**src/idpb_map.svh**
```systemverilog
`ifndef IDPB_MAP_SVH
`define IDPB_MAP_SVH

// word addresses in the identification block
`define IDPB_W_GENCFG     8'd0
`define IDPB_W_DFLT_CYL   8'd1
`define IDPB_W_DFLT_HEAD  8'd3
`define IDPB_W_DFLT_SPT   8'd6
`define IDPB_W_CARD_LO    8'd7
`define IDPB_W_CARD_HI    8'd8
`define IDPB_W_SER_FIRST  8'd10
`define IDPB_W_SER_LAST   8'd19
`define IDPB_W_FW_FIRST   8'd23
`define IDPB_W_FW_LAST    8'd26
`define IDPB_W_MOD_FIRST  8'd27
`define IDPB_W_MOD_LAST   8'd46
`define IDPB_W_MAX_MULT   8'd47
`define IDPB_W_CAPS       8'd49
`define IDPB_W_CAPS2      8'd50
`define IDPB_W_PIO_MODE   8'd51
`define IDPB_W_VALID      8'd53
`define IDPB_W_CUR_CYL    8'd54
`define IDPB_W_CUR_HEAD   8'd55
`define IDPB_W_CUR_SPT    8'd56
`define IDPB_W_CAP_LO     8'd57
`define IDPB_W_CAP_HI     8'd58
`define IDPB_W_MULT_SET   8'd59
`define IDPB_W_LBA_LO     8'd60
`define IDPB_W_LBA_HI     8'd61
`define IDPB_W_MDMA       8'd63
`define IDPB_W_ADV_PIO    8'd64
`define IDPB_W_MDMA_MIN   8'd65
`define IDPB_W_MDMA_REC   8'd66
`define IDPB_W_PIO_MIN    8'd67
`define IDPB_W_PIO_IORDY  8'd68
`define IDPB_W_UDMA       8'd88
`define IDPB_W_ADV_TIME   8'd163
`define IDPB_W_LAST       8'd255

// fixed values and field positions
`define IDPB_GENCFG_REMOV 16'h848a
`define IDPB_GENCFG_FIXED 16'h045a
`define IDPB_MAX_MULT_HI  8'h80
`define IDPB_CAPS2_VAL    16'h4001
`define IDPB_PIO_MODE_HI  8'h02
`define IDPB_VALID_VAL    16'h0007
`define IDPB_MULT_VALID   8'h01
`define IDPB_CAP_IORDY    11
`define IDPB_CAP_LBA      9
`define IDPB_CAP_DMA      8
`define IDPB_MDMA_TOP     3'd2
`define IDPB_PIO3         3'd3
`define IDPB_PIO4         3'd4
`define IDPB_SPACE        8'h20
`define IDPB_SIG          8'ha5
`define IDPB_MDMA_FLOOR   16'h0078

`endif

```
**src/idpb_pkg.sv**
```systemverilog
package idpb_pkg;

    // transfer sequencer states
    typedef enum logic {
        IDPB_IDLE,
        IDPB_XFER
    } idpb_state_t;

    // string justification inside a fixed-length field
    typedef enum logic {
        IDPB_LEFT,
        IDPB_RIGHT
    } idpb_just_t;

endpackage : idpb_pkg

```
**src/idpb_str_word.sv**
```systemverilog
`timescale 1ns/1ps
`include "idpb_map.svh"

module idpb_str_word #(
    parameter int                  P_CHARS = 20,
    parameter idpb_pkg::idpb_just_t P_JUST = idpb_pkg::IDPB_LEFT
) (
    input  wire logic [P_CHARS*8-1:0]         i_str,  // char 0 in bits 7:0
    input  wire logic [$clog2(P_CHARS+1)-1:0] i_len,  // characters in use
    input  wire logic [$clog2(P_CHARS/2)-1:0] i_word, // word inside field
    output logic      [15:0]                  o_word  // first char high byte
);

    // one character of the padded field; a length above the field is clipped
    function automatic logic [7:0] char_at(input int pos, input int len);
        int pad;
        int src;
        logic ok;
        begin
            if (len > P_CHARS)
                len = P_CHARS;
            pad = P_CHARS - len;
            if (P_JUST == idpb_pkg::IDPB_LEFT)
            begin
                ok  = (pos < len);
                src = pos;
            end
            else
            begin
                ok  = (pos >= pad);
                src = pos - pad;
            end
            if (!ok)
                char_at = `IDPB_SPACE;
            else
                char_at = i_str[src*8 +: 8];
        end
    endfunction : char_at

    // two characters per word, earlier one in the upper byte
    always_comb
    begin
        o_word = {char_at(2 * int'(i_word), int'(i_len)),
                  char_at(2 * int'(i_word) + 1, int'(i_len))};
    end

endmodule : idpb_str_word

```
**src/idpb_top.sv**
```systemverilog
`timescale 1ns/1ps
`include "idpb_map.svh"

// Notes on behaviour
// - word 0 reads 848a outside true ide mode
// - word 0 reads 045a, non-removable, in true ide mode
// - words 7-8 carry total card sectors
// - serial number words 10-19 are right justified and space padded
// - model number words 27-46 are left justified and space padded
// - word 49 bit 13 always reads zero
// - word 49 bit 11 flags iordy support, bit 10 always reads zero
// - word 49 bit 9 flags lba support, bit 8 flags dma commands
// - word 51 upper byte holds two, the highest legacy pio mode
// - word 53 bits 0, 1 and 2 mark words 54-58, 64-70 and 88 valid
// - words 57-58 hold cyl x head x spt product
// - word 59 reads 01 in upper byte, lower byte zero or one
// - word 63 upper byte one-hot for selected mdma mode 0-2 in true ide mode
// - word 63 lower byte flags supported mdma modes cumulatively, in true ide with dma support
// - mdma modes above 2 and pio above 4 appear only in word 163
// - word 65 minimum mdma cycle, not below the floor
// - word 66 recommended mdma cycle, never below word 65
// - word 67 minimum pio cycle, not below word 68
// - unsupported cycle-time words 65-67 read zero
// - word 88 is zero outside true ide or without udma
module idpb_top #(
    parameter logic [15:0] P_MDMA_FLOOR_NS = `IDPB_MDMA_FLOOR
) (
    input  wire logic         i_clk,           // controller clock
    input  wire logic         i_rst_b,         // async reset, active low
    input  wire logic         i_start,         // identify command pulse
    input  wire logic         i_ready,         // host takes the word
    output logic              o_valid,         // word on o_data is offered
    output logic      [15:0]  o_data,          // current word, registered
    output logic      [7:0]   o_index,         // its word address
    output logic              o_last,          // offered word is 255
    output logic              o_done,          // pulse after word 255 taken
    input  wire logic         i_true_ide,      // true ide mode, else card modes
    input  wire logic [15:0]  i_dflt_cyl,      // default cylinders
    input  wire logic [15:0]  i_dflt_head,     // default heads
    input  wire logic [15:0]  i_dflt_spt,      // default sectors per track
    input  wire logic [15:0]  i_cur_cyl,       // current cylinders
    input  wire logic [15:0]  i_cur_head,      // current heads
    input  wire logic [15:0]  i_cur_spt,       // current sectors per track
    input  wire logic [31:0]  i_total_sectors, // sectors per card
    input  wire logic [159:0] i_serial,        // serial chars, char 0 low
    input  wire logic [4:0]   i_serial_len,    // serial chars in use
    input  wire logic [63:0]  i_fw_rev,        // firmware revision chars
    input  wire logic [319:0] i_model,         // model chars, char 0 low
    input  wire logic [5:0]   i_model_len,     // model chars in use
    input  wire logic [7:0]   i_max_multiple,  // max sectors per multiple
    input  wire logic [7:0]   i_mult_setting,  // current multiple setting
    input  wire logic         i_iordy_sup,     // iordy supported
    input  wire logic         i_dma_sup,       // dma commands supported
    input  wire logic [2:0]   i_mdma_sup_max,  // fastest mdma mode supported
    input  wire logic         i_mdma_sel_en,   // an mdma mode is selected
    input  wire logic [2:0]   i_mdma_sel,      // selected mdma mode
    input  wire logic [2:0]   i_pio_max,       // fastest pio mode supported
    input  wire logic         i_mdma_cyc_sup,  // words 65-66 supported
    input  wire logic [15:0]  i_mdma_min_ns,   // minimum mdma cycle, ns
    input  wire logic [15:0]  i_mdma_rec_ns,   // recommended mdma cycle, ns
    input  wire logic         i_pio_cyc_sup,   // word 67 supported
    input  wire logic [15:0]  i_pio_min_ns,    // pio cycle without iordy, ns
    input  wire logic [15:0]  i_pio_iordy_ns,  // pio cycle with iordy, ns
    input  wire logic         i_udma_sup,      // udma supported in true ide
    input  wire logic [15:0]  i_udma_word,     // udma support and selection
    input  wire logic [15:0]  i_adv_timing     // advanced timing word 163
);

    idpb_pkg::idpb_state_t state_reg;
    idpb_pkg::idpb_state_t state_next;
    logic [7:0]            idx_reg;
    logic [7:0]            idx_next;
    logic [15:0]           data_reg;
    logic [15:0]           data_next;
    logic [7:0]            sum_reg;
    logic [7:0]            sum_next;
    logic [31:0]           cap_reg;
    logic [31:0]           cap_next;
    logic                  done_reg;
    logic                  done_next;
    logic [7:0]            word_addr;
    logic [15:0]           word_val;
    logic [7:0]            sum_acc;
    logic [15:0]           ser_word;
    logic [15:0]           mod_word;
    logic [15:0]           fw_word;
    logic                  take;

    // larger of two cycle times
    function automatic logic [15:0] max16(input logic [15:0] a, input logic [15:0] b);
        max16 = (a > b) ? a : b;
    endfunction : max16

    // cumulative support flags, bit n set when mode n or faster is there
    function automatic logic [7:0] thermo(input logic [2:0] top);
        logic [7:0] t;
        begin
            t = 8'h00;
            for (int i = 0; i <= int'(`IDPB_MDMA_TOP); i++)
                if (3'(i) <= top)
                    t[i] = 1'b1;
            thermo = t;
        end
    endfunction : thermo

    // string fields, each justified as its field demands
    idpb_str_word #(
        .P_CHARS (20),
        .P_JUST  (idpb_pkg::IDPB_RIGHT)
    ) u_serial (
        .i_str  (i_serial),
        .i_len  (i_serial_len),
        .i_word (4'(word_addr - `IDPB_W_SER_FIRST)),
        .o_word (ser_word)
    );

    idpb_str_word #(
        .P_CHARS (40),
        .P_JUST  (idpb_pkg::IDPB_LEFT)
    ) u_model (
        .i_str  (i_model),
        .i_len  (i_model_len),
        .i_word (5'(word_addr - `IDPB_W_MOD_FIRST)),
        .o_word (mod_word)
    );

    idpb_str_word #(
        .P_CHARS (8),
        .P_JUST  (idpb_pkg::IDPB_LEFT)
    ) u_fw (
        .i_str  (i_fw_rev),
        .i_len  (4'd8),
        .i_word (2'(word_addr - `IDPB_W_FW_FIRST)),
        .o_word (fw_word)
    );

    // byte sum through the word just taken, for the integrity word
    assign sum_acc = 8'(sum_reg + data_reg[15:8] + data_reg[7:0]);

    // content of the word at word_addr; card modes hide the dma fields except word 49 bit 8
    always_comb
    begin
        word_val = 16'h0000;
        case (word_addr) inside
            `IDPB_W_GENCFG:
                word_val = i_true_ide ? `IDPB_GENCFG_FIXED
                                      : `IDPB_GENCFG_REMOV;
            `IDPB_W_DFLT_CYL:  word_val = i_dflt_cyl;
            `IDPB_W_DFLT_HEAD: word_val = i_dflt_head;
            `IDPB_W_DFLT_SPT:  word_val = i_dflt_spt;
            `IDPB_W_CARD_LO:   word_val = i_total_sectors[15:0];
            `IDPB_W_CARD_HI:   word_val = i_total_sectors[31:16];
            [`IDPB_W_SER_FIRST:`IDPB_W_SER_LAST]: word_val = ser_word;
            [`IDPB_W_FW_FIRST:`IDPB_W_FW_LAST]:   word_val = fw_word;
            [`IDPB_W_MOD_FIRST:`IDPB_W_MOD_LAST]: word_val = mod_word;
            `IDPB_W_MAX_MULT:  word_val = {`IDPB_MAX_MULT_HI, i_max_multiple};
            `IDPB_W_CAPS:
            begin
                // bits 13 and 10 stay zero
                word_val[`IDPB_CAP_IORDY] = i_iordy_sup;
                word_val[`IDPB_CAP_LBA]   = 1'b1;
                word_val[`IDPB_CAP_DMA]   = i_dma_sup;
            end
            `IDPB_W_CAPS2:     word_val = `IDPB_CAPS2_VAL;
            `IDPB_W_PIO_MODE:  word_val = {`IDPB_PIO_MODE_HI, 8'h00};
            `IDPB_W_VALID:     word_val = `IDPB_VALID_VAL;
            `IDPB_W_CUR_CYL:   word_val = i_cur_cyl;
            `IDPB_W_CUR_HEAD:  word_val = i_cur_head;
            `IDPB_W_CUR_SPT:   word_val = i_cur_spt;
            `IDPB_W_CAP_LO:    word_val = cap_reg[15:0];
            `IDPB_W_CAP_HI:    word_val = cap_reg[31:16];
            `IDPB_W_MULT_SET:
                // any nonzero setting reports as one sector
                word_val = {`IDPB_MULT_VALID, 7'h00, |i_mult_setting};
            `IDPB_W_LBA_LO:    word_val = i_total_sectors[15:0];
            `IDPB_W_LBA_HI:    word_val = i_total_sectors[31:16];
            `IDPB_W_MDMA:
            begin
                // selection above mode 2 lives in word 163 only
                if (i_true_ide && i_mdma_sel_en && i_mdma_sel <= `IDPB_MDMA_TOP)
                    word_val[15:8] = 8'(8'h01 << i_mdma_sel);
                if (i_true_ide && i_dma_sup)
                    word_val[7:0] = thermo(i_mdma_sup_max);
            end
            `IDPB_W_ADV_PIO:
            begin
                word_val[0] = (i_pio_max >= `IDPB_PIO3);
                word_val[1] = (i_pio_max >= `IDPB_PIO4);
            end
            `IDPB_W_MDMA_MIN:
                if (i_true_ide && i_mdma_cyc_sup)
                    word_val = max16(i_mdma_min_ns, P_MDMA_FLOOR_NS);
            `IDPB_W_MDMA_REC:
                // host may run at this pace to keep requests steady
                if (i_true_ide && i_mdma_cyc_sup)
                    word_val = max16(i_mdma_rec_ns,
                                     max16(i_mdma_min_ns, P_MDMA_FLOOR_NS));
            `IDPB_W_PIO_MIN:
                if (i_pio_cyc_sup)
                    word_val = max16(i_pio_min_ns, i_pio_iordy_ns);
            `IDPB_W_PIO_IORDY: word_val = i_pio_iordy_ns;
            `IDPB_W_UDMA:
                if (i_true_ide && i_udma_sup)
                    word_val = i_udma_word;
            `IDPB_W_ADV_TIME:
                if (i_true_ide)
                    word_val = i_adv_timing;
            `IDPB_W_LAST:
                // high byte makes all 512 bytes sum to zero
                word_val = {8'(8'h00 - sum_acc - `IDPB_SIG), `IDPB_SIG};
            default:           word_val = 16'h0000;
        endcase
    end

    // handshake is combinational, data comes from flip-flops
    assign take    = (state_reg == idpb_pkg::IDPB_XFER) && i_ready;
    assign o_valid = (state_reg == idpb_pkg::IDPB_XFER);
    assign o_data  = data_reg;
    assign o_index = idx_reg;
    assign o_last  = o_valid && (idx_reg == `IDPB_W_LAST);
    assign o_done  = done_reg;

    // sequencer: one word per taken handshake, ascending, start ignored while busy
    always_comb
    begin
        state_next = state_reg;
        idx_next   = idx_reg;
        data_next  = data_reg;
        sum_next   = sum_reg;
        cap_next   = cap_reg;
        done_next  = 1'b0;
        word_addr  = 8'(idx_reg + 8'd1);
        unique case (state_reg)
            idpb_pkg::IDPB_IDLE:
            begin
                word_addr = 8'h00;
                if (i_start)
                begin
                    // capacity frozen at start so words 57-58 stay a pair
                    cap_next   = 32'(i_cur_cyl) * 32'(i_cur_head) * 32'(i_cur_spt);
                    state_next = idpb_pkg::IDPB_XFER;
                    idx_next   = 8'h00;
                    data_next  = word_val;
                    sum_next   = 8'h00;
                end
            end
            idpb_pkg::IDPB_XFER:
            begin
                if (take)
                begin
                    if (idx_reg == `IDPB_W_LAST)
                    begin
                        state_next = idpb_pkg::IDPB_IDLE;
                        done_next  = 1'b1;
                    end
                    else
                    begin
                        idx_next  = word_addr;
                        data_next = word_val;
                        sum_next  = sum_acc;
                    end
                end
            end
        endcase
    end

    // state registers
    always_ff @(posedge i_clk or negedge i_rst_b)
    begin
        if (!i_rst_b)
        begin
            state_reg <= idpb_pkg::IDPB_IDLE;
            idx_reg   <= 8'h00;
            data_reg  <= 16'h0000;
            sum_reg   <= 8'h00;
            cap_reg   <= 32'h0000_0000;
            done_reg  <= 1'b0;
        end
        else
        begin
            state_reg <= state_next;
            idx_reg   <= idx_next;
            data_reg  <= data_next;
            sum_reg   <= sum_next;
            cap_reg   <= cap_next;
            done_reg  <= done_next;
        end
    end

endmodule : idpb_top

```
**config.mk**
```make
export PLATFORM = sky130hd
export DESIGN_NAME = idpb_top
export DESIGN_NICKNAME = d
export VERILOG_FILES = /design/src/idpb_pkg.sv /design/src/idpb_str_word.sv /design/src/idpb_top.sv
export VERILOG_INCLUDE_DIRS = /design/src /design/src/src
export SDC_FILE = /design/constraint.sdc
export NUM_CORES = 2
export LEC_CHECK = 0
export ABC_AREA = 1
export BUFFER_PORTS_ARGS = -buffer_cell sky130_fd_sc_hd__buf_2
export CAP_MARGIN = 20
export CORE_AREA = 2 2 325 327
export CTS_BUF_LIST = sky130_fd_sc_hd__clkbuf_8
export DETAILED_ROUTE_END_ITERATION = 8
export DIE_AREA = 0 0 327 329
export SETUP_SLACK_MARGIN = 0.1
export SYNTH_ARGS = -nofsm -noshare
export SYNTH_HDL_FRONTEND = slang
export SYNTH_SLANG_ARGS = --single-unit
```
**constraint.sdc**
```tcl
create_clock -name i_clk -period 4.6 [get_ports i_clk]
set_input_delay 0.23 -clock i_clk [delete_from_list [all_inputs] [get_ports i_clk]]
set_output_delay 0.23 -clock i_clk [all_outputs]
set_load 0.005 [all_outputs]
```
==> metrics <==
status finished, violations left; failing checks negative setup slack; PortBufs 841; CTS buffer count 9; CP max stage cell fa_2; Setup WS pre-CTS -5700 ps; PnR worst setup slack -5070 ps; register area share after synthesis 0.0466; largest net degree at the start of global routing 164; Syn Nets 6989; Pre-Repair DR Iteration Count 6; Synth Warn # 0; first-pass GRT wire length 272000 um; global placement routability congestion approximately 1.0; Critical Path End cap_reg[30]$_DFFE_PN0P_; crit start category primary input; slew margin rel. 0.374; Starting Density 0.340; Crit Path Max Fanout 5; Setup crit start i_cur_cyl[4]; Crit path max-delay family adder cells; Hold-fix buffers, CTS 0; Final Max Tran Viols 0; max incr delay on CP 580 ps; Layout Cells excl Fill 8126; dpl cells 7973; Max H-tree Level 3; synth unique cells 71; Filler cells 10800; Reg2Reg Depth 30; Final Setup Violations 28; via count 42000; skew final 11.7 ps; Die ar. 108000 um2; vias in the first global route 41100; Post-Route WL 192000 um; Peak Freq 103 MHz; I/O Pins 842; CP required around 4900 ps; chip width 327 um; Area Growth Syn to Fin 38.9%; nets approximately 8200; MaxCap Viol Count 0; Synth area leaders fa_1 (29%), nand2_1 (16%), inv_1 (11%); post-DR vias/cell 5.16; Post-synth ARST share 1.00; Final Hold Fails 0; reg2reg start o_data[9]$_DFFE_PN0P_; unrepaired setup endpoints after global routing true; Worst R2R Setup Slack -110 ps; FP Rows ~120; sequential cell area 1660 um2; gate count after technology mapping 5439; most frequent cells in the layout nand2_1 (1361), inv_1 (954), buf_2 (811), buf_4 (589), fa_1 (469); 1st-iter DRT viols 3550; DRC 0; antenna violations before repair 66; Crit path depth 40; Arr. time, crit path 9930 ps; root buf cell clkbuf_8; core box area ~100000 um2; ANT nets after route 0; fin crit period 9670 ps; area share of the largest cell type after synthesis 0.286; critical setup path kind primary input to flip-flop; GRT Residual Overflow 0; synthesized area per cell 6.52 um2; period utilization 2.10; Clock Path Buffers 2; Worst-Margin Slew 938 ps; multi-input logic area 31100 um2; max FFs per register 32; Worst setup EP type flip-flop; WL/cell 23.6 um; Clock transition at path regs 80 ps; CP Buf/Inv Count 9; CTS tree done; synthesized flop and latch total 66; Yosys top cell by area fa_1; RR Endpoint o_data[13]$_DFFE_PN0P_; total clock sinks 66; layout cells sized above 1 0.319; CP most frequent cell fa_1; most common cell after layout, fill and taps aside nand2_1; dpl hpwl ~160000 um; EDFF count, synth 0; Synth Flop Type dfrtp_1; Hold Crit Class primary input to asynchronous set/reset pin; Clk Latency, worst-skew pair roughly 380 ps; GRT Total Usage 0.343; Cell Area, Synth 35500 um2; Die Ht around 330 um
worst reg2reg max path: cells and delay by family, from the launching register on:
| family | cells | cell delay [ps] |
|---|---|---|
| buffers and inverters | 3 | 330 |
| adder cells (fa/ha/maj) | 3 | 1080 |
| AND/OR/NAND/NOR | 17 | 1750 |
| XOR/XNOR | 1 | 180 |
| AO/OA/AOI/OAI | 6 | 840 |
| flip-flops | 1 | 440 |
through the flow:
step	setup TNS, ps	cell area [um2]	util	hold slack (ps)
after floorplan	-102480	36700	-	-65.6
after global placement	-124650	45700	0.438	463
after detailed placement	-125470	45700	0.438	460
after CTS	-106120	47800	0.458	71.8
after global routing	-115120	49300	0.472	137
final	-107100	49300	0.472	58.3
kinds of logic after synthesis:
logic type | after synthesis | share of synthesized area
and+or+nand+nor | 2240 | 0.258
adders and majority gates | 735 | 0.367
xor gates and xnor gates | 70 | 0.0188
buffers and inverters | 1357 | 0.146
AOI/OAI and AO/OA | 947 | 0.157
muxes | 24 | 0.00677
DFF | 66 | 0.0466
routing by layer:
| layer | vias to the layer above | GRT usage | routed length [um] |
|---|---|---|---|
| li1 | 19400 | - | - |
| met1 | 20500 | 0.434 | 77100 |
| met2 | 1741 | 0.562 | 89200 |
| met3 | 347 | 0.0582 | 14200 |
| met4 | 26 | 0.180 | 10900 |
| met5 | - | 0 | 189 |
cell usage after synthesis (all sizes together) (2+ instances only):
cell type,instances
nand3,183
a31oi,23
o221ai,29
a32o,26
a21boi,4
nor3,14
o211ai,54
o22ai,37
a21o,6
xor2,40
a22o,2
a21oi,245
a221oi,27
nor4,6
ha,228
clkinv,10
a22oi,6
o2111ai,16
o31ai,13
nand2,1510
o21ai,440
nand4,19
mux2i,24
or2,31
dfrtp,66
a211oi,3
inv,1055
o21a,3
xnor2,30
nand3b,11
clkbuf,247
o21bai,8
buf,45
fa,507
nor2,464
worst min-delay path by stage:
stage                                      start                endpoint  slack [ps]  depth (start not counted)
final                                    i_rst_b   o_data[0]$_DFFE_PN0P_          60                          2
after floorplan                          i_rst_b  cap_reg[0]$_DFFE_PN0P_         -70                          0
after detailed placement  cap_reg[2]$_DFFE_PN0P_  cap_reg[2]$_DFFE_PN0P_         460                          2
after global routing                     i_rst_b   o_data[0]$_DFFE_PN0P_         140                          2
after CTS                                i_rst_b   o_data[0]$_DFFE_PN0P_          70                          2
after global placement    cap_reg[2]$_DFFE_PN0P_  cap_reg[2]$_DFFE_PN0P_         460                          2
timing repair:
item | in CTS | in global routing
resized for setup | 352 | 273
cloned | 3 | 1
endpoints found under the setup margin | 34 | 44
setup buffers | 57 | 38
pin swaps | 177 | 194
final cells by class:
type,count,area share
sequential,66,0.0336
clock buffer,9,0.00251
multi-input combinational,4016,0.631
tap,1391,0.0353
timing repair buffer,1524,0.210
antenna,48,0.00244
inverter,1065,0.0819
clock inverter,7,0.00241
Power is not shown: default switching activity piles up to over one toggle a cycle in this logic, so the estimate is an artifact.
